### src/design/adc_port_defs.svh
// constants for the converter acquisition port: address map, field
// positions, reset values and timing counts
// assumes a 10 MHz core clock and byte addresses on the register port
`ifndef ADC_PORT_DEFS_SVH
`define ADC_PORT_DEFS_SVH

// register port and counter widths
`define ADDR_W          32
`define DATA_W          16
`define CNT_W           20

// address map, byte addresses
`define ADDR_CTRL       32'h10f0_0000
`define ADDR_RES_HI     32'h10f0_0001
`define ADDR_STATUS     32'h2240_0000
`define ADDR_IRQ_STAT   32'h2240_0004
`define ADDR_IRQ_MASK   32'h2240_0008

// status byte fields
`define STAT_FITTED_BIT 0
`define STAT_BUSY_BIT   7
`define STAT_PAD_W      6

// interrupt bits
`define IRQ_W           2
`define IRQ_DONE_BIT    0
`define IRQ_TMO_BIT     1

// reset values
`define CTRL_RST        8'h40
`define IRQ_RST         2'h0
`define RESULT_RST      16'h0000
`define BYTE_RST        8'h00
`define CNT_RST         20'h00000

// timing
`define CLK_PERIOD_NS   100
`define NS_PER_MS       1000000
`define CONV_TIME_MS    12
`define CONV_TIMEOUT_CYC ((`CONV_TIME_MS * `NS_PER_MS) / `CLK_PERIOD_NS)
`define WR_PULSE_CYC    20'h00002
`define RD_HOLD_CYC     20'h00004
`define DONE_BLANK_CYC  20'h00004

`endif

### src/design/adc_port_pkg.sv
// types shared by the converter acquisition port
// assumes adc_port_defs.svh for numeric constants
package adc_port_pkg;

  // control byte as written by software
  typedef struct packed {
    logic [2:0] mode;
    logic       span10;
    logic       bipolar;
    logic [2:0] chan;
  } ctrl_t;

  // strobes toward the converter chip, all active low except hben
  typedef struct packed {
    logic cs_n;
    logic wr_n;
    logic rd_n;
    logic hben;
  } conv_strobe_t;

  // acquisition sequencer
  typedef enum {
    ST_IDLE,
    ST_WRITE,
    ST_WAIT,
    ST_READ_LO,
    ST_READ_HI
  } conv_state_t;

endpackage

### src/design/adc_acquisition_port.sv
// control and readout for an optional 8-channel 12-bit converter
// assumes a single 10 MHz clock, a plain register port and a
// parallel converter chip with an active-low end-of-conversion line
//
// Functional notes
// any write to the control location starts one new acquisition
// control bits 2:0 pick analog input 0 to 7
// bit 3 picks bipolar, bit 4 picks the 10 V span
// software writes bits 7:5 as 0, 1, 0 on every start
// status bit 0 reads one when the converter option is fitted
// status bit 7 reads zero once conversion is complete
// conversion takes about the documented time; timeout guards it
// control location gives low result byte, next byte gives high
// a 16-bit read at the control location gives the whole result
// unipolar results are plain binary with top four bits zero
// bipolar results sign extend bit 11 into bits 15:12
// status bit 7 reads one from the start write until completion
`timescale 1ns/10ps
`include "adc_port_defs.svh"
module adc_acquisition_port #(
  parameter int unsigned CONV_TIMEOUT_CYC = `CONV_TIMEOUT_CYC
) (
  // clock, reset, freeze
  input  logic                       i_clk,
  input  logic                       i_arst_n,
  input  logic                       i_ce,
  // register port
  input  logic [`ADDR_W-1:0]         i_addr,
  input  logic [`DATA_W-1:0]         i_wr_data,
  input  logic                       i_wr,
  input  logic                       i_rd,
  output logic [`DATA_W-1:0]         o_rd_data,
  // interrupt
  output logic                       o_irq,
  // converter chip
  output adc_port_pkg::conv_strobe_t o_conv_strobe,
  output logic [7:0]                 o_conv_data,
  output logic                       o_conv_data_oe_n,
  input  logic [7:0]                 i_conv_data,
  input  logic                       i_conv_done_n,
  // option strap
  input  logic                       i_option_fitted
);

  function automatic logic addr_hit(input logic [`ADDR_W-1:0] addr,
                                    input logic [`ADDR_W-1:0] target);
    addr_hit = (addr == target);
  endfunction

  // synchronised pin inputs
  logic                       fitted;
  logic                       done_n;
  logic [7:0]                 pin_data;

  // state
  adc_port_pkg::conv_state_t  state;
  adc_port_pkg::conv_state_t  next_state;
  logic [`CNT_W-1:0]          cnt;
  logic [`CNT_W-1:0]          next_cnt;
  adc_port_pkg::ctrl_t        ctrl;
  logic [7:0]                 lo_byte;
  logic [`DATA_W-1:0]         result;
  logic                       res_bipolar;
  logic [`IRQ_W-1:0]          irq_stat;
  logic [`IRQ_W-1:0]          irq_mask;
  adc_port_pkg::conv_strobe_t next_strobe;
  logic                       next_oe_n;

  // decode and control terms
  logic                       hit_ctrl;
  logic                       hit_res_hi;
  logic                       hit_status;
  logic                       hit_irq_stat;
  logic                       hit_irq_mask;
  logic                       start;
  logic                       busy;
  logic                       in_read;
  logic                       wr_done;
  logic                       rd_done;
  logic                       conv_seen;
  logic                       timed_out;
  logic                       ev_done;
  logic [`IRQ_W-1:0]          irq_set;
  logic [`IRQ_W-1:0]          irq_clr;
  logic [7:0]                 status_byte;
  logic [`DATA_W-1:0]         rd_mux;
  logic [`DATA_W-1:0]         fmt_word;
  logic [`CNT_W-1:0]          tmo_last;

  adc_sync2 #(
    .W (10)
  ) u_sync (
    .i_clk    (i_clk),
    .i_arst_n (i_arst_n),
    .i_ce     (i_ce),
    .i_d      ({i_option_fitted, i_conv_done_n, i_conv_data}),
    .o_q      ({fitted, done_n, pin_data})
  );

  // formatting of unipolar results
  // formatting of bipolar results
  adc_result_fmt u_fmt (
    .i_raw     ({pin_data[3:0], lo_byte}),
    .i_bipolar (ctrl.bipolar),
    .o_word    (fmt_word)
  );

  assign hit_ctrl     = addr_hit(i_addr, `ADDR_CTRL);
  assign hit_res_hi   = addr_hit(i_addr, `ADDR_RES_HI);
  assign hit_status   = addr_hit(i_addr, `ADDR_STATUS);
  assign hit_irq_stat = addr_hit(i_addr, `ADDR_IRQ_STAT);
  assign hit_irq_mask = addr_hit(i_addr, `ADDR_IRQ_MASK);

  // start on control write
  assign start     = i_wr & hit_ctrl;
  // busy from start to completion
  assign busy      = (state != adc_port_pkg::ST_IDLE);
  assign in_read   = (state == adc_port_pkg::ST_READ_LO) ||
                     (state == adc_port_pkg::ST_READ_HI);
  assign wr_done   = (state == adc_port_pkg::ST_WRITE) &&
                     (cnt == `WR_PULSE_CYC);
  assign rd_done   = in_read && (cnt == `RD_HOLD_CYC);
  // completion and timeout
  assign tmo_last  = `CNT_W'(CONV_TIMEOUT_CYC - 1);
  assign conv_seen = (state == adc_port_pkg::ST_WAIT) && !done_n &&
                     (cnt >= `DONE_BLANK_CYC);
  assign timed_out = (state == adc_port_pkg::ST_WAIT) && !conv_seen &&
                     (cnt == tmo_last);
  assign ev_done   = (state == adc_port_pkg::ST_READ_HI) && rd_done;

  // sequencer
  always_comb begin
    next_state = state;
    case (state)
      adc_port_pkg::ST_IDLE: begin
        next_state = state;
      end
      adc_port_pkg::ST_WRITE: begin
        if (wr_done) begin
          next_state = adc_port_pkg::ST_WAIT;
        end
      end
      adc_port_pkg::ST_WAIT: begin
        if (conv_seen) begin
          next_state = adc_port_pkg::ST_READ_LO;
        end else if (timed_out) begin
          next_state = adc_port_pkg::ST_IDLE;
        end
      end
      adc_port_pkg::ST_READ_LO: begin
        if (rd_done) begin
          next_state = adc_port_pkg::ST_READ_HI;
        end
      end
      adc_port_pkg::ST_READ_HI: begin
        if (rd_done) begin
          next_state = adc_port_pkg::ST_IDLE;
        end
      end
      default: begin
        next_state = adc_port_pkg::ST_IDLE;
      end
    endcase
    // a new write restarts from any state
    if (start) begin
      next_state = adc_port_pkg::ST_WRITE;
    end
  end

  assign next_cnt = (start || next_state != state) ? `CNT_RST :
                    cnt + `CNT_W'(1);

  // pin strobes follow the next state so they line up with it
  assign next_strobe.cs_n = (next_state == adc_port_pkg::ST_IDLE) ||
                            (next_state == adc_port_pkg::ST_WAIT);
  assign next_strobe.wr_n = (next_state != adc_port_pkg::ST_WRITE);
  assign next_strobe.rd_n = (next_state != adc_port_pkg::ST_READ_LO) &&
                            (next_state != adc_port_pkg::ST_READ_HI);
  assign next_strobe.hben = (next_state == adc_port_pkg::ST_READ_HI);
  assign next_oe_n        = (next_state != adc_port_pkg::ST_WRITE);

  always_ff @(posedge i_clk or negedge i_arst_n) begin
    if (!i_arst_n) begin
      state            <= adc_port_pkg::ST_IDLE;
      cnt              <= `CNT_RST;
      o_conv_strobe    <= '1;
      o_conv_data_oe_n <= 1'b1;
    end else if (i_ce) begin
      state            <= next_state;
      cnt              <= next_cnt;
      o_conv_strobe    <= next_strobe;
      o_conv_data_oe_n <= next_oe_n;
    end
  end

  // channel field latched for the chip
  // polarity and span latched for the chip
  always_ff @(posedge i_clk or negedge i_arst_n) begin
    if (!i_arst_n) begin
      ctrl <= `CTRL_RST;
    end else if (i_ce && start) begin
      ctrl <= i_wr_data[7:0];
    end
  end

  assign o_conv_data = ctrl;

  // byte capture from the chip
  always_ff @(posedge i_clk or negedge i_arst_n) begin
    if (!i_arst_n) begin
      lo_byte     <= `BYTE_RST;
      result      <= `RESULT_RST;
      res_bipolar <= 1'b0;
    end else if (i_ce) begin
      if (state == adc_port_pkg::ST_READ_LO && rd_done) begin
        lo_byte <= pin_data;
      end
      if (ev_done) begin
        result      <= fmt_word;
        res_bipolar <= ctrl.bipolar;
      end
    end
  end

  // interrupt flags: set wins over clear
  assign irq_set[`IRQ_DONE_BIT] = ev_done;
  assign irq_set[`IRQ_TMO_BIT]  = timed_out;
  assign irq_clr = (i_wr && hit_irq_stat) ? i_wr_data[`IRQ_W-1:0] :
                   `IRQ_RST;

  always_ff @(posedge i_clk or negedge i_arst_n) begin
    if (!i_arst_n) begin
      irq_stat <= `IRQ_RST;
      irq_mask <= `IRQ_RST;
    end else if (i_ce) begin
      irq_stat <= (irq_stat & ~irq_clr) | irq_set;
      if (i_wr && hit_irq_mask) begin
        irq_mask <= i_wr_data[`IRQ_W-1:0];
      end
    end
  end

  assign o_irq = |(irq_stat & irq_mask);

  // fitted flag in bit 0
  // progress flag in bit 7
  assign status_byte = {busy, `STAT_PAD_W'(0), fitted};

  // whole word at the control location
  // high byte alone at the next location
  assign rd_mux = hit_ctrl     ? result :
                  hit_res_hi   ? {8'h00, result[15:8]} :
                  hit_status   ? {8'h00, status_byte} :
                  hit_irq_stat ? {14'h0000, irq_stat} :
                  hit_irq_mask ? {14'h0000, irq_mask} :
                  16'h0000;

  always_ff @(posedge i_clk or negedge i_arst_n) begin
    if (!i_arst_n) begin
      o_rd_data <= `RESULT_RST;
    end else if (i_ce) begin
      o_rd_data <= i_rd ? rd_mux : `RESULT_RST;
    end
  end
endmodule // adc_acquisition_port

### src/design/adc_result_fmt.sv
// formats a 12-bit conversion result into a 16-bit word
// assumes raw data and the polarity flag are stable from flip-flops
`timescale 1ns/10ps
module adc_result_fmt (
  // raw result
  input  logic [11:0] i_raw,
  input  logic        i_bipolar,
  // formatted word
  output logic [15:0] o_word
);

  function automatic logic [15:0] widen(input logic [11:0] raw,
                                        input logic        sgn);
    widen = {{4{sgn & raw[11]}}, raw};
  endfunction

  // unipolar zero fill
  // bipolar sign extension
  assign o_word = widen(i_raw, i_bipolar);

endmodule // adc_result_fmt

### src/design/adc_sync2.sv
// two flip-flop synchroniser for pin inputs, one chain per bit
// assumes inputs are asynchronous to i_clk
`timescale 1ns/10ps
module adc_sync2 #(
  parameter int W = 1
) (
  // clock and reset
  input  logic         i_clk,
  input  logic         i_arst_n,
  input  logic         i_ce,
  // data
  input  logic [W-1:0] i_d,
  output logic [W-1:0] o_q
);

  logic [W-1:0] meta;

  genvar g;
  generate
    for (g = 0; g < W; g++) begin : g_bit
      always_ff @(posedge i_clk or negedge i_arst_n) begin
        if (!i_arst_n) begin
          meta[g] <= 1'b0;
          o_q[g]  <= 1'b0;
        end else if (i_ce) begin
          meta[g] <= i_d[g];
          o_q[g]  <= meta[g];
        end
      end
    end
  endgenerate

endmodule // adc_sync2
### config.mk
export PLATFORM = sky130hd
export DESIGN_NAME = adc_acquisition_port
export DESIGN_NICKNAME = d
export VERILOG_FILES = /design/src/design/adc_port_pkg.sv /design/src/design/adc_acquisition_port.sv /design/src/design/adc_result_fmt.sv /design/src/design/adc_sync2.sv
export VERILOG_INCLUDE_DIRS = /design/src /design/src/design
export SDC_FILE = /design/constraint.sdc
export NUM_CORES = 1
export LEC_CHECK = 0
export ABC_AREA = 1
export BUFFER_PORTS_ARGS = -buffer_cell sky130_fd_sc_hd__buf_2
export CORE_MARGIN = 5
export CORE_UTILIZATION = 63
export CTS_BUF_LIST = sky130_fd_sc_hd__clkbuf_8
export DETAILED_ROUTE_END_ITERATION = 16
export PLACE_DENSITY = 0.93
export SLEW_MARGIN = 20
export SYNTH_ARGS = -nofsm -noshare
export SYNTH_HDL_FRONTEND = slang
export SYNTH_SLANG_ARGS = --single-unit
### constraint.sdc
create_clock -name i_clk -period 3.32 [get_ports i_clk]
set_input_delay 0.332 -clock i_clk [delete_from_list [all_inputs] [get_ports i_clk]]
set_output_delay 0.332 -clock i_clk [all_outputs]
set_load 0.01 [all_outputs]
==> impl_metrics.tcl <==
set metrics [dict create \
    status "completed" \
    synth_edf_count 0 \
    clkLatencyLatePin_ns 0.44 \
    clockBufferDepth 2 \
    gp_congestion 0.9119 \
    wl_per_cell_um 14.84 \
    syn_nets 795 \
    regArea_mm2 0.003059 \
    ys_ff_latch 122 \
    synth_cell_type_count 43 \
    rsz0062_at_grt "false" \
    layout_common_cells "nand2_1 (170), nor2_1 (124), dfrtp_1 (117)" \
    synth_area_mm2 0.005979 \
    fmaxAchievable_mhz 448.6 \
    netlist_instances 729 \
    ir_worst_vdd_mv 0.3287 \
    cp_max_fo 18 \
    finalNetCount 883 \
    via_per_inst 5.493 \
    final.period_utilization 0.6715 \
    crit_arrival_ns 2.54 \
    cp.required_ns 3.63 \
    design.core.area_mm2 0.009240 \
    hold_path_class "input port to async pin" \
    tightest_slew_ns 0.8622 \
    ys.flop_type "dfrtp_1" \
    end_kind "flop" \
    path_class "flop to flop" \
    ioPinCount 93 \
    htreeDepth 4 \
    grt_start_max_net_pins 71 \
    post_cts_buffers 0 \
    antennaDiodeCount 0 \
    wl_um 14240 \
    via_count 5268 \
    io_buffers 84 \
    tns_ns 0 \
    track_usage 0.2592 \
    max-cap-violations 0 \
    grt_overflow 0 \
    drive_gt1_frac 0.2120 \
    finish.utilization 0.7477 \
    die_y_um 107.4 \
    setup.worst_path.start_class "flop" \
    hold_viol_final 0 \
    holdWs_ns 0.01016 \
    numCtsBuffers 17 \
    antenna_left 0 \
    yosysSeqAreaShare 0.5116 \
    holdBufCountCts 0 \
    initial_core_util 0.6471 \
    dr.pass1.iters 5 \
    finClkSkew_ns 0.01104 \
    syn_area_per_cell_um2 8.202 \
    first_global_vias 5217 \
    grt_pass1_wl_um 23750 \
    cts_root_buf "clkbuf_8" \
    setup_viol 0 \
    place_hpwl_um 9993 \
    cts_resized 0 \
    rows 35 \
    multi_input_area_mm2 0.002459 \
    drv_slew 0 \
    synthArstFlopShare 1.000 \
    p_leak_nw 3.622 \
    die_x_um 107.4 \
    tritoncts "done" \
    fin_crit_ns 2.229 \
    drtIter0Drc 457 \
    n_fill_cell 600 \
    ys_warn_count 0 \
    final_common_cell "nand2_1" \
    power_density_mw_per_mm2 554.0 \
    relSlewSlack 0.4252 \
    syn2layout_area_growth_pct 15.55 \
    clock-sinks 122 \
    clk_transition_reported_paths_ns 0.07 \
    antenna_found_initial 0 \
    dieArea_mm2 0.01154 \
    drcViolationCount 0 \
]
cell usage after synthesis, types with 4 or more instances:
cell type,instances,area share
nand2_1,170,0.11
nor2_1,124,0.078
dfrtp_1,117,0.49
inv_1,87,0.055
nand3_1,46,0.039
o21ai_0,43,0.036
nor2_2,17,0.018
mux2_2,13,0.024
nand4_1,13,0.014
nor3_1,12,0.010
clkbuf_1,8,0.0050
xor2_1,8,0.012
a21oi_1,6,0.0050
buf_4,6,0.0075
a32o_1,5,0.0084
dfstp_2,5,0.022
buf_1,4,0.0025
where the power goes:
part / internal [mW] / leakage, nW / switching (mW)
sequential: 1.61 / 1.65 / 0.0896
clock: 0.736 / 0.208 / 0.613
combinational: 0.252 / 1.77 / 0.531
total: 2.59 / 3.62 / 1.23
path summary, 6_finish.rpt:
check | from | to | slack, ns | cells past startpoint
max reg2reg | cnt[0] | cnt[17] | 1.09 | 12
max | cnt[0] | cnt[17] | 1.09 | 12
max in group asynchronous | i_arst_n | state[18] | 2.56 | 2
min | i_arst_n | state[17] | 0.01 | 1
min reg2reg | u_sync.meta[1] | u_sync.meta[1] | 0.48 | 2
min in group i_clk | i_conv_data[6] | u_sync.meta[6] | 0.09 | 3
layer usage:
| layer | track usage | part of all wire | up-vias |
|---|---|---|---|
| met3 | 0.05699 | 0.076 | 43 |
| met4 | 0.09468 | 0.024 | 0 |
| met5 | 0 | 0 | - |
| met1 | 0.3113 | 0.39 | 2482 |
| li1 | - | - | 2485 |
| met2 | 0.4576 | 0.51 | 258 |
layout make-up:
cell class	instances	share of cell area
clock buffers	20	0.03984
clock inverters	12	0.01974
inverters	92	0.04998
multi-input cells	495	0.3558
flip-flops and latches	122	0.4428
well taps	129	0.02336
repair buffers	89	0.06845
cells by family after synthesis:
group,share of synthesized area
adder cells (fa/ha/maj),0.006278
buffers and inverters,0.07721
AO/OA/AOI/OAI,0.05796
multiplexers,0.02699
flip-flops,0.5116
AND/OR/NAND/NOR,0.3053
XOR/XNOR,0.01465
flip-flops by register name, indices dropped and copies added, names as in the netlist:
register and flops:
result 13, o_conv_data_oe_n 1, irq_stat 2, o_conv_strobe 3, u_sync.o_q 10, cnt 20
irq_mask 2, lo_byte 8, u_sync.meta 10, o_rd_data 13, state 32, o_conv_data 8
worst max-delay path, cell delays in order (launching register included):
cell and delay, ns:
dfrtp_1 0.40, inv_1 0.13, ha_1 0.17, nand3_1 0.13, or2_4 0.29, nor2_4 0.20
nand2_2 0.09, nand2_1 0.09, nand3_1 0.07, nand2_1 0.08, inv_2 0.07, nor2_8 0.29
nor2_1 0.09
per-stage QoR:
stage / total power, mW / worst slack, ns / area (um^2) / instances
2_1_floorplan: 2.262 / 1.429 / 5979 / 729
3_3_place_gp: 2.430 / 1.227 / 6497 / 927
3_5_place_dp: 2.469 / 1.137 / 6497 / 927
4_1_cts: 3.835 / 1.101 / 6909 / 959
5_1_grt: 4.021 / 0.9315 / 6909 / 959
6_report: 3.828 / 1.091 / 6909 / 959
Note: power is estimated with default switching activity, not from simulation.
